[src/qaos_pkg.sv]
// Purpose: Shared constants and types for the quad converter serializer
// Assumes: 10 MHz hclk, AHB-Lite register access
// Notes: One hclk cycle carries one serial bit period
package qaos_pkg;
	// Register byte offsets
	localparam logic [7:0] ADDR_DRV = 8'h00;
	localparam logic [7:0] ADDR_MODE = 8'h04;
	localparam logic [7:0] ADDR_STAT = 8'h08;
	// Driver register fields
	localparam int DRV_SEL_LSB = 0;
	localparam int DRV_TERM_BIT = 3;
	// Mode register fields
	localparam int MODE_ONE_LANE_BIT = 0;
	localparam int MODE_SER_LSB = 1;
	localparam int MODE_DCS_OFF_BIT = 3;
	// Driver current codes, ascending
	localparam logic [2:0] CUR_1P75 = 3'h0;
	localparam logic [2:0] CUR_2P1 = 3'h1;
	localparam logic [2:0] CUR_2P5 = 3'h2;
	localparam logic [2:0] CUR_3P0 = 3'h3;
	localparam logic [2:0] CUR_3P5 = 3'h4;
	localparam logic [2:0] CUR_4P0 = 3'h5;
	localparam logic [2:0] CUR_4P5 = 3'h6;
	// Serialization length codes
	localparam logic [1:0] SER_16 = 2'h0;
	localparam logic [1:0] SER_14 = 2'h1;
	localparam logic [1:0] SER_12 = 2'h2;
	// Reset values
	localparam logic [3:0] DRV_RST = 4'h4;
	localparam logic [3:0] MODE_RST = 4'h0;
	// Timing
	localparam int CLK_NS = 100;
	localparam int RELOCK_US = 25;
	localparam int RELOCK_CYC = (RELOCK_US * 1000 + CLK_NS - 1) / CLK_NS;
	localparam logic [7:0] LOCK_LAST = 8'(RELOCK_CYC - 1);
	localparam logic [7:0] STOP_CYC = 8'hFF;
	localparam logic [7:0] PERIOD_TOL = 8'h01;
	// AHB
	localparam logic [2:0] HSIZE_WORD = 3'h2;
	localparam logic HRESP_OKAY = 1'b0;
	// Link states, Gray along idle, relock, run
	typedef enum logic [1:0] {
		ST_IDLE = 2'b00,
		ST_RELOCK = 2'b01,
		ST_RUN = 2'b11
	} qaos_link_type;
endpackage : qaos_pkg

[src/qaos_serializer.sv]
// Purpose: Quad channel serializer with forwarded clock and frame marker
// Assumes: Encode clock and strap pins are asynchronous to hclk
// Notes: One serial bit per hclk cycle; forwarded clock toggles per bit
// Overview of operation
// Two-lane sends two bits, one-lane one
// Sixteen, fourteen or twelve bit serialization
// Receiver captures on both clock edges
// Frame marker shows start of new result
// Two-lane fourteen-bit halves frame rate
// System keeps lane rate within limit
// Encode clock gives minimum sample rate
// Two-lane clock and bit rate ratios
// One-lane clock ratios, frame per sample
// Slower grades limit applied sample rate
// Current defaults mid, register picks seven
// Strap mode clock pin picks current
// Termination enable doubles driver current
// Strap mode data out pin enables termination
// Termination only with low currents; the logic allows termination with any current code
// Outputs valid only after relock interval
// Stabilizer forced on in strap mode
// Register may disable duty stabilizer
// All channels loaded on same edge
// Mode registers written by software port
// One-lane leaves second lanes idle
// Strap mode select pin picks lanes
// Pad bits follow data, set on overrange
// Most significant first, alternate lane split
// All outputs step on one bit clock
`timescale 1ns/1ps
`default_nettype none
module qaos_serializer
	import qaos_pkg::*;
(
	input wire logic hclk,
	input wire logic hresetn,
	input wire logic hsel,
	input wire logic [31:0] haddr,
	input wire logic [1:0] htrans,
	input wire logic hwrite,
	input wire logic [2:0] hsize,
	input wire logic [31:0] hwdata,
	input wire logic hready,
	output logic hreadyout,
	output logic [31:0] hrdata,
	output logic hresp,
	input wire logic sample_clock_pos,
	input wire logic sample_clock_neg,
	input wire logic programming_mode_strap,
	input wire logic cs_pin,
	input wire logic sck_pin,
	input wire logic sdo_in,
	output logic sdo_out,
	output logic sdo_oe,
	input wire logic [47:0] ch_data,
	input wire logic [3:0] ch_overrange,
	output logic [3:0] lane_a,
	output logic [3:0] lane_b,
	output logic lane_b_enable,
	output logic forwarded_bit_clock,
	output logic frame_marker,
	output logic outputs_valid,
	output logic [2:0] drive_current_sel,
	output logic drive_doubled,
	output logic term_enable,
	output logic dcs_enable
);
	// Whole module state
	typedef struct packed {
		logic [5:0] sy1; // Pin synchronizer, first stage
		logic [5:0] sy2; // Pin synchronizer, second stage
		logic enc_prev; // Encode level, previous
		logic act; // Bus data phase pending
		logic wr; // Pending phase is a write
		logic [1:0] idx; // Pending register index
		logic [31:0] rdata; // Read data
		logic [3:0] output_driver_config_reg; // Current and termination
		logic [3:0] mode; // Lanes, length, stabilizer
		qaos_link_type link; // Clock lock state
		logic [7:0] per_cnt; // Cycles since encode edge
		logic [7:0] last_per; // Last measured period
		logic [7:0] lock_cnt; // Relock timer
		logic [63:0] sh; // Four 16-bit shifters
		logic [3:0] pos; // Bit period within word
		logic [4:0] len; // Bit periods per word
		logic busy; // Word in flight
		logic odd; // Odd sample of a pair
		logic cur_two; // Lane mode of word in flight
		logic [1:0] cur_ser; // Length of word in flight
		logic [3:0] la; // Lane A bits
		logic [3:0] lb; // Lane B bits
		logic fbc; // Forwarded clock
		logic fr; // Frame marker
		logic [2:0] cur_sel; // Effective current code
		logic term; // Effective termination
		logic dcs; // Effective stabilizer
		logic two; // Effective two-lane
		logic [1:0] ser; // Effective length
	} qaos_state_type;

	// Reset image
	localparam qaos_state_type ST_RST = '{
		output_driver_config_reg: DRV_RST,
		mode: MODE_RST,
		link: ST_IDLE,
		odd: 1'b1,
		cur_sel: CUR_3P5,
		dcs: 1'b1,
		two: 1'b1,
		ser: SER_16,
		default: '0
	};

	qaos_state_type q; // Registered state
	qaos_state_type d; // Next state
	logic enc; // Synchronized encode level
	logic edge_s; // Encode rising edge
	logic run; // Link running
	logic fchg; // Encode frequency changed
	logic [15:0] w; // Word being loaded

	// Padded sample word, MSB first
	function automatic logic [15:0] build_word(input logic [11:0] dat,
		input logic ovr, input logic [1:0] ser);
		logic [15:0] r;
		r = {dat, 4'h0};
		if (ser != SER_12) begin
			r = {dat, ovr, ovr, 2'b00};
		end
		return r;
	endfunction : build_word

	// Bit periods per lane for a word
	function automatic logic [4:0] len_of(input logic [1:0] ser, input logic two);
		logic [4:0] n;
		case (ser)
			SER_14: n = 5'd14;
			SER_12: n = 5'd12;
			default: n = 5'd16;
		endcase
		return two ? (n >> 1) : n;
	endfunction : len_of

	// Register index from byte address
	function automatic logic [1:0] decode(input logic [7:0] a);
		logic [1:0] i;
		case (a)
			ADDR_DRV: i = 2'd0;
			ADDR_MODE: i = 2'd1;
			ADDR_STAT: i = 2'd2;
			default: i = 2'd3;
		endcase
		return i;
	endfunction : decode

	// Next-state logic
	always_comb begin
		d = q;
		w = 16'h0000;
		// Two-flop capture of outside pins
		d.sy1 = {sample_clock_pos, sample_clock_neg, cs_pin, sck_pin, sdo_in,
			programming_mode_strap};
		d.sy2 = q.sy1;
		enc = q.sy2[5] & ~q.sy2[4];
		d.enc_prev = enc;
		edge_s = enc & ~q.enc_prev;
		run = (q.link == ST_RUN);

		// Effective configuration
		if (q.sy2[0]) begin
			// Strap mode: pins pick a reduced set
			d.two = ~q.sy2[3];
			d.cur_sel = q.sy2[2] ? CUR_1P75 : CUR_3P5;
			d.term = q.sy2[1];
			d.dcs = 1'b1;
			d.ser = SER_16;
		end else begin
			// Software mode: registers decide
			d.two = ~q.mode[MODE_ONE_LANE_BIT];
			d.cur_sel = q.output_driver_config_reg[DRV_SEL_LSB +: 3];
			if (d.cur_sel > CUR_4P5) begin
				d.cur_sel = CUR_4P5;
			end
			d.term = q.output_driver_config_reg[DRV_TERM_BIT];
			d.dcs = ~q.mode[MODE_DCS_OFF_BIT];
			d.ser = q.mode[MODE_SER_LSB +: 2];
			if (d.ser == 2'h3) begin
				d.ser = SER_16;
			end
		end

		// Bus data phase: write into register
		if (q.act && q.wr) begin
			case (q.idx)
				2'd0: d.output_driver_config_reg = hwdata[3:0];
				2'd1: d.mode = hwdata[3:0];
				default: ;
			endcase
		end
		// Bus address phase
		d.act = hsel & htrans[1] & hready & (hsize == HSIZE_WORD);
		d.wr = hwrite;
		d.idx = decode(haddr[7:0]);
		// Read data sees a write of the previous cycle
		if (d.act && !hwrite) begin
			case (d.idx)
				2'd0: d.rdata = {28'h0, d.output_driver_config_reg};
				2'd1: d.rdata = {28'h0, d.mode};
				2'd2: d.rdata = {14'h0, q.ser, q.two, q.dcs, q.term, q.cur_sel,
					q.link, q.last_per};
				default: d.rdata = 32'h0;
			endcase
		end

		// Encode period measurement
		fchg = (q.per_cnt > q.last_per) ? (q.per_cnt - q.last_per > PERIOD_TOL)
			: (q.last_per - q.per_cnt > PERIOD_TOL);
		if (edge_s) begin
			d.per_cnt = 8'h00;
			d.last_per = q.per_cnt;
		end else if (q.per_cnt != STOP_CYC) begin
			d.per_cnt = q.per_cnt + 8'h01;
		end

		// Lock sequence
		case (q.link)
			ST_IDLE: begin
				if (edge_s) begin
					d.link = ST_RELOCK;
					d.lock_cnt = 8'h00;
				end
			end
			ST_RELOCK: begin
				d.lock_cnt = q.lock_cnt + 8'h01;
				if (edge_s && fchg) begin
					d.lock_cnt = 8'h00;
				end else if (q.lock_cnt == LOCK_LAST) begin
					d.link = ST_RUN;
				end
			end
			ST_RUN: begin
				if (edge_s && fchg) begin
					d.link = ST_RELOCK;
					d.lock_cnt = 8'h00;
				end
			end
			default: d.link = ST_IDLE;
		endcase
		// Encode stopped
		if (q.per_cnt == STOP_CYC) begin
			d.link = ST_IDLE;
		end

		// Serializer, one bit period per cycle
		if (!run) begin
			d.la = 4'h0;
			d.lb = 4'h0;
			d.fbc = 1'b0;
			d.busy = 1'b0;
			d.odd = 1'b1;
		end else begin
			d.fbc = ~q.fbc;
			if (edge_s) begin
				// New result on all channels at once
				for (int c = 0; c < 4; c++) begin
					w = build_word(ch_data[c*12 +: 12], ch_overrange[c], q.ser);
					d.la[c] = w[15];
					d.lb[c] = q.two & w[14];
					d.sh[c*16 +: 16] = q.two ? (w << 2) : (w << 1);
				end
				d.pos = 4'h0;
				d.len = len_of(q.ser, q.two);
				d.busy = 1'b1;
				d.odd = ~q.odd;
				d.cur_two = q.two;
				d.cur_ser = q.ser;
			end else if (q.busy && ({1'b0, q.pos} != q.len - 5'd1)) begin
				// Next bit(s) of each word
				for (int c = 0; c < 4; c++) begin
					d.la[c] = q.sh[c*16 + 15];
					d.lb[c] = q.cur_two & q.sh[c*16 + 14];
					d.sh[c*16 +: 16] = q.cur_two ? (q.sh[c*16 +: 16] << 2)
						: (q.sh[c*16 +: 16] << 1);
				end
				d.pos = q.pos + 4'h1;
			end else begin
				// Word done, lanes rest low
				d.busy = 1'b0;
				d.la = 4'h0;
				d.lb = 4'h0;
			end
		end
		// Frame marker
		if (d.cur_two && d.cur_ser == SER_14) begin
			d.fr = d.busy & ~d.odd;
		end else begin
			d.fr = d.busy & ({1'b0, d.pos} < (d.len >> 1));
		end
	end

	// State register
	always_ff @(posedge hclk or negedge hresetn) begin
		if (!hresetn) begin
			q <= ST_RST;
		end else begin
			q <= d;
		end
	end

	// Outputs
	assign hreadyout = 1'b1;
	assign hresp = HRESP_OKAY;
	assign hrdata = q.rdata;
	assign sdo_out = 1'b0;
	assign sdo_oe = 1'b0;
	assign lane_a = q.la;
	assign lane_b = q.lb;
	assign lane_b_enable = q.two;
	assign forwarded_bit_clock = q.fbc;
	assign frame_marker = q.fr;
	assign outputs_valid = (q.link == ST_RUN);
	assign drive_current_sel = q.cur_sel;
	assign drive_doubled = q.term;
	assign term_enable = q.term;
	assign dcs_enable = q.dcs;
endmodule : qaos_serializer
`default_nettype wire

[config.mk]
export PLATFORM = sky130hd
export DESIGN_NAME = qaos_serializer
export DESIGN_NICKNAME = d
export VERILOG_FILES = /design/src/qaos_pkg.sv /design/src/qaos_serializer.sv
export SDC_FILE = /design/constraint.sdc
export NUM_CORES = 1
export LEC_CHECK = 0
export ABC_CLOCK_PERIOD_IN_PS = 2900
export BUFFER_PORTS_ARGS = -buffer_cell sky130_fd_sc_hd__clkbuf_2
export CAP_MARGIN = 15
export CORE_MARGIN = 2
export CORE_UTILIZATION = 51
export CTS_BUF_LIST = sky130_fd_sc_hd__clkbuf_8
export DETAILED_ROUTE_END_ITERATION = 10
export GPL_TIMING_DRIVEN = 1
export HOLD_SLACK_MARGIN = 0.06
export PLACE_DENSITY_LB_ADDON = 0.12
export REMOVE_ABC_BUFFERS = 1
export SLEW_MARGIN = 20
export SYNTH_ARGS = -nofsm -noshare
export SYNTH_HDL_FRONTEND = slang
export SYNTH_SLANG_ARGS = --single-unit
[constraint.sdc]
create_clock -name hclk -period 2.9 [get_ports hclk]
set_clock_uncertainty 0.2 [all_clocks]
set_input_delay 0.145 -clock hclk [delete_from_list [all_inputs] [get_ports hclk]]
set_output_delay 0.145 -clock hclk [all_outputs]
set_load 0.03 [all_outputs]
==> results of run 1 <==
==> metal layers <==
metal / track usage / up-vias / routed length, um
met5: 0 / - / 0
met4: 0.08655 / 0 / 422
met3: 0.04730 / 30 / 1002
met2: 0.4182 / 205 / 11020
met1: 0.2990 / 3522 / 9124
li1: - / 3387 / -
==> cell usage in the layout (no fill, tap or decap), types with 14 or more instances in the layout <==
cell	n
clkbuf_2	113
buf_4	56
o21ai_0	27
a22oi_1	40
nor2_1	46
nand2_1	54
a21oi_1	24
mux2i_1	90
o22a_1	40
inv_1	34
a22o_1	16
clkbuf_8	18
dlygate4sd3_1	86
mux2_2	14
ha_1	19
dfrtp_1	147
conb_1	18
==> worst max-delay path, delay by kind of cell, from the launching register on <==
kind | cells | cell delay (ns)
buffers and inverters | 2 | 0.27
DFF | 1 | 0.41
adders and majority gates | 1 | 0.30
AOI/OAI and AO/OA | 7 | 1.60
and+or+nand+nor | 2 | 0.11
==> state kept, by name (all words and copies together) (netlist names) <==
name / count
dcs_enable: 1
lane_b_enable: 1
lane_b: 4
drive_current_sel: 3
hrdata: 18
forwarded_bit_clock: 1
lane_a: 4
q: 115
frame_marker: 1
drive_doubled: 1
d: 6
==> metrics by stage <==
stage,hold slack (ns),instance area [sq um],utilization
after floorplan,-0.3506,8193,-
final,0.05642,11080,0.6657
after global placement,-0.09764,9437,0.5670
after detailed placement,-0.1040,9437,0.5670
after CTS,0.06182,10880,0.6536
after global routing,0.08243,11080,0.6657
==> what timing repair did <==
item                                    CTS  global route
hold buffers                             87             0
endpoints found under the hold margin   232             0
setup buffers                            10            12
cloned                                    0             0
endpoints found under the setup margin    7            44
pin swaps                                16            29
resized for setup                        18            27
==> cell families after synthesis <==
| kind of cell | Yosys count |
|---|---|
| other cells | 2 |
| mux | 106 |
| xor+xnor | 15 |
| buf+inv | 135 |
| simple gates | 180 |
| compound gates | 220 |
| fa+ha+maj | 28 |
| flops | 155 |
==> final cells by class <==
type / count / area [sq um] / area share
Sequential cell: 155 / 3889 / 0.3510
Clock inverter: 14 / 161.4 / 0.01457
Timing Repair Buffer: 264 / 1983 / 0.1790
Tap cell: 220 / 275.3 / 0.02484
Multi-Input combinational cell: 567 / 4392 / 0.3964
Clock buffer: 18 / 247.7 / 0.02236
Inverter: 35 / 131.4 / 0.01186
==> power by group <==
part / switching, uW / internal, uW / leakage (uW) / total, uW
Clock: 869 / 807 / 0.000203 / 1680
Sequential: 105 / 2260 / 0.00200 / 2360
Combinational: 1000 / 943 / 0.00280 / 1950
Total: 1980 / 4010 / 0.00500 / 5990
==> final timing paths <==
kind / startpoint / to / slack, ns / depth (start not counted)
setup / recovery: q[23] / frame_marker / -0.12 / 12
hold / removal: hresetn / q[23] / 0.06 / 3
setup reg to reg: q[23] / frame_marker / -0.12 / 12
hold reg to reg: d[169] / q[169] / 0.15 / 0
max in group asynchronous: hresetn / q[116] / 2.03 / 3
min in group hclk: haddr[2] / hrdata[2] / 0.10 / 4
==> reports/results.txt, run 1 <==
failing checks: negative setup slack
core area: 16640 sq um
Layout Nets: 1200
Post-Syn Area: 8703 sq um
die width: 134.6 um
post-DP HPWL: 13.99 mm
Post-Place Worst Slack: -0.1075 ns
Routed WL: 21.57 mm
largest family of logic cells by synthesized area: compound AO/OA/AOI/OAI gates
Worst VDD drop: 0.5470 mV
crit share post-route: 1.041
Final Hold Viols: 0
fin cells: 1273
grt ovf: 0
RSZ-0062 raised after global routing: true
CTS sink cnt: 155
pins over their slew limit: 0
Most Frequent Cell on Critical Path: buf_6
Antenna Violating Nets Remaining: 0
Synth Area in XOR/XNOR: 0.01509
Worst setup EP type: flop
CP Class: flop to flop
top cell type by total area after synthesis: dfrtp_1
Die H: 134.6 um
Cell variety after synth: 61
WL per Instance: 16.94 um
later-pin clock latency in the skew report: 0.45 ns
post-synthesis mux area share: 0.1254
area share of the largest cell type after synthesis: 0.4313
setup slack after layout: -0.1200 ns
Critical Path Slowest Stage Cell: o41ai_4
first-pass GRT wire length: 34.97 mm
clock root cell: clkbuf_8
Die Area: 18130 sq um
crit path launch type: flop
Synth-to-Final Area Change: 27.30%
drt initial violations: 358
Syn. warnings: 0
asr flop ratio synth: 1.000
Top Ports: 186
Final Setup Violations: 1
Hold WC Path Type: input pin to async pin
ys flop type: dfrtp_1
fmax: 331.1 MHz
FP Rows: 47
Worst path max stage delay: 0.45 ns
H-tree Lvls: 4
Worst slew margin: 0.4246
DRC: 0
CTS clock-pin slew for the worst setup and hold paths: 0.09 ns
Post-synth top cells: dfrtp_1, mux2i_1, nand2_1, buf_4, nor2_1
gate count of the mapped netlist: 841
All-Layer GR Usage: 0.2408
GPL Wtd Cong: 0.8649
Yosys reg bits: 155
overall power: 5986 uW
layout cells sized above 1: 0.2650
Initial Util: 0.5230
antenna diode count: 0
number of global-route vias before repair: 7287
Crit path arrival time: 3.16 ns
complex-gate fraction of the synthesized area: 0.1883
CTS tree: done
setup TNS: -0.1200 ns
most frequent cell after synthesis: dfrtp_1
First-pass DRT Iterations: 5
routed vias: 7144
count of flip-flops with a built-in enable after synthesis: 0
minimum clock period: 3.020 ns
critical path cell sequence: buf_6 -> o31a_1 -> o41ai_4 -> a21oi_4 -> buf_6 -> nand2_4 -> nor2_2 -> a22o_1 -> ha_1 -> o21ai_2 -> a31oi_2 -> o2bb2ai_4
leak pwr: 0.005003 uW
Pwr Density: 540.3 nW/um^2
Clock Path Buffers: 2
Num CTS Buffers: 17
reported max-cap violation count: 0
top post-synthesis cells by area: dfrtp_1, mux2i_1, buf_4
largest net degree at the start of global routing: 62
fillcell total: 1304
Adder-Cell Fraction of Synth Area: 0.04198
Via density: 5.612
I/O Buffers: 114
initial antenna violation count: 0
Critical Path RT: 3.04 ns
Least-Margin Pin Slew: 0.8631 ns
outcome: finished with violations
sequential-to-total area share from yosys stat: 0.4464
placed cells: 1135
Syn Area/Cell: 10.35 sq um
simple-gate portion of the synthesized area: 0.1014
Crit Path Max Fanout: 4
(Power assumes the default switching activity.)
==> run 2: changes to the inputs <==
--- a/config.mk
+++ b/config.mk
@@ -5,9 +5,10 @@
 export SDC_FILE = /design/constraint.sdc
 export NUM_CORES = 1
 export LEC_CHECK = 0
-export ABC_CLOCK_PERIOD_IN_PS = 2900
+export ABC_CLOCK_PERIOD_IN_PS = 3100
 export BUFFER_PORTS_ARGS = -buffer_cell sky130_fd_sc_hd__clkbuf_2
 export CAP_MARGIN = 15
+export CORE_ASPECT_RATIO = 1.75
 export CORE_MARGIN = 2
 export CORE_UTILIZATION = 51
 export CTS_BUF_LIST = sky130_fd_sc_hd__clkbuf_8
==> constraint.sdc (replaced) <==
create_clock -name hclk -period 3.1 [get_ports hclk]
set_clock_uncertainty 0.2 [all_clocks]
set_input_delay 0.155 -clock hclk [delete_from_list [all_inputs] [get_ports hclk]]
set_output_delay 0.155 -clock hclk [all_outputs]
set_load 0.03 [all_outputs]
==> run 2 against run 1 <==
Net effect: the flow now finishes without violations; maximum frequency rose by 0.46%; clock power fell by 7%; hold slack improved by 0.093 ns; clock-buffer cell count did not move; largest power group unchanged; critical path type unchanged.
==> reports/results.txt, run 2 (synthesis gave the netlist of run 1 again) <==
worst reg2reg path startpoint: q[23]
Synth-to-Final Area Change: 23.98%
Hold WC Path Type: input pin to flop
crit path launch type: flop
H-tree Lvls: 4 (unchanged)
crit share post-route: 0.9697 (-0.07164)
drt initial violations: 288 (-20%)
Die H: 176.8 um (+31%)
All-Layer GR Usage: 0.2627 (+0.02188)
number of global-route vias before repair: 7658 (+5.1%)
Biggest register: q
First-pass DRT Iterations: 4 (-1)
Critical Path RT: 3.28 ns (+0.24 ns)
largest net degree at the start of global routing: 70 (+13%)
critical path launch point: q[23]
Routed WL: 23.01 mm (+6.7%)
critical path cell sequence: inv_2 -> ha_4 -> nand2b_1 -> xnor2_1 -> o41ai_2 -> a21oi_2 -> nand3_1 -> xor2_1 -> nor2_1 -> ha_1 -> or4_1 -> o2bb2ai_2
Pwr Density: 514.1 nW/um^2 (-4.8%)
Worst VDD drop: 0.4497 mV (-18%)
Die Area: 18170 sq um (+0.23%)
Worst slew margin: 0.4041 (-0.02051)
reported max-cap violation count: 0 (unchanged)
leak pwr: 0.004859 uW (-2.9%)
Hold Path Stages: 2
I/O Buffers: 114 (unchanged)
sum of buffers and inverters on the critical path: 1 (-1)
routed vias: 7098 (-0.64%)
Worst path max stage delay: 0.54 ns (+0.09 ns)
FP Rows: 63 (+34%)
minimum clock period: 3.006 ns (-0.01382 ns)
Worst Reg-to-Reg Cells: 12 (unchanged)
Num CTS Buffers: 17 (unchanged)
initial antenna violation count: 0 (unchanged)
fmax: 332.6 MHz (+0.46%)
Clock Path Buffers: 2 (unchanged)
setup TNS: 0 ns (+0.1200 ns)
core area: 16870 sq um (+1.4%)
post-DP HPWL: 15.25 mm (+9.0%)
R2R Path End: frame_marker
fin area: 10790 sq um (-2.6%)
first-pass GRT wire length: 37.16 mm (+6.3%)
Layout Nets: 1173 (-2.3%)
GPL Wtd Cong: 0.9274 (+7.2%)
Hold Startpoint: programming_mode_strap
CTS tree: done
Final Hold Viols: 0 (unchanged)
DRC: 0 (unchanged)
Antenna Violating Nets Remaining: 0 (unchanged)
hold worst-path end: d[167]
Crit path arrival time: 3.19 ns (+0.03 ns)
most common cell after layout, fill and taps aside: dfrtp_1
Via density: 5.665 (+0.94%)
cell family with most CP delay: simple AND/OR/NAND/NOR gates
Worst setup EP type: flop
Crit path depth: 12 (unchanged)
antenna diode count: 0 (unchanged)
reg-to-reg setup timing slack: 0.09 ns (+0.21 ns)
layout cells sized above 1: 0.2271 (-0.03786)
max reg flops: 115 (unchanged)
Least-Margin Pin Slew: 0.8939 ns (+0.03076 ns)
CTS sink cnt: 155 (unchanged)
die width: 102.8 um (-24%)
later-pin clock latency in the skew report: 0.46 ns (about the same)
grt ovf: 0 (unchanged)
Crit Path Max Fanout: 4 (unchanged)
placed cell area: 9330 sq um (-1.1%)
Critical Path Slowest Stage Cell: or4_1
Final Setup Violations: 0 (-1)
CTS clock-pin slew for the worst setup and hold paths: 0.09 ns (about the same)
most frequent cells in the layout: dfrtp_1, clkbuf_2, mux2i_1
CP Class: flop to flop
pins over their slew limit: 0 (unchanged)
clock root cell: clkbuf_8
Initial Util: 0.5159 (-0.007021)
WL per Instance: 18.36 um (+8.4%)
outcome: completed
Top Ports: 186 (unchanged)
## run 2: changes by cell type in the layout (fill, tap and decap cells not counted), sizes merged
cell and delta:
dlygate4sd3 +2, inv +1, clkinvlp -1, buf -29
## run 2: worst register-to-register path, cell delays in order (launching register included)
cell and delay, ns:
dfrtp_1 0.43, inv_2 0.11, ha_4 0.14, nand2b_1 0.07, xnor2_1 0.13, o41ai_2 0.43
a21oi_2 0.16, nand3_1 0.12, xor2_1 0.16, nor2_1 0.08, ha_1 0.22, or4_1 0.54
o2bb2ai_2 0.15
## run 2: where the power goes
part           internal [uW]  switching (uW)
Combinational            785             978
Clock                    755             812
Sequential              2110             108
Total                   3650            1900
## run 2: layout make-up
| type | instances | area, sq um |
|---|---|---|
| Fill cell | 1415 | 6078 |
| Multi-Input combinational cell | 567 | 4294 |
| Sequential cell | 155 | 3886 |
| Timing Repair Buffer | 237 | 1785 |
| Tap cell | 227 | 284.0 |
| Clock buffer | 18 | 247.7 |
| Clock inverter | 14 | 161.4 |
| Inverter | 35 | 131.4 |
## run 2: layer usage
metal | wire, um | GRT usage | up-vias
li1 | - | - | 3336
met1 | 8841 | 0.2888 | 3540
met2 | 12600 | 0.4777 | 170
met3 | 715 | 0.04226 | 52
met4 | 853 | 0.1294 | 0
met5 | 0 | 0 | -
## run 2: stage by stage
| step | std cells | hold WS, ns | utilization | worst slack (ns) | power [uW] |
|---|---|---|---|---|---|
| after floorplan | 757 | -0.3406 | - | -1.438 | 3290 |
| after detailed placement | 1126 | -0.07416 | 0.5531 | 0.08722 | 3763 |
| after CTS | 1247 | 0.1131 | 0.6312 | 0.01991 | 5444 |
| final | 1253 | 0.1490 | 0.6397 | 0.09379 | 5548 |
| after global placement | 1126 | -0.08127 | 0.5531 | 0.1392 | 3731 |
| after global routing | 1253 | 0.1306 | 0.6397 | -0.02133 | 5861 |
## run 2: worst max path at each step
stage                         to
detailed placement        q[103]
finish              frame_marker
CTS                       q[103]
floorplan           frame_marker
global placement          q[101]
global route        frame_marker
## run 2: timing repair
action                                  CTS  global route
buffers inserted                          0             6
endpoints found under the setup margin    0             9
resized for setup                         0            21
hold buffers                             89             0
endpoints found under the hold margin   241             0
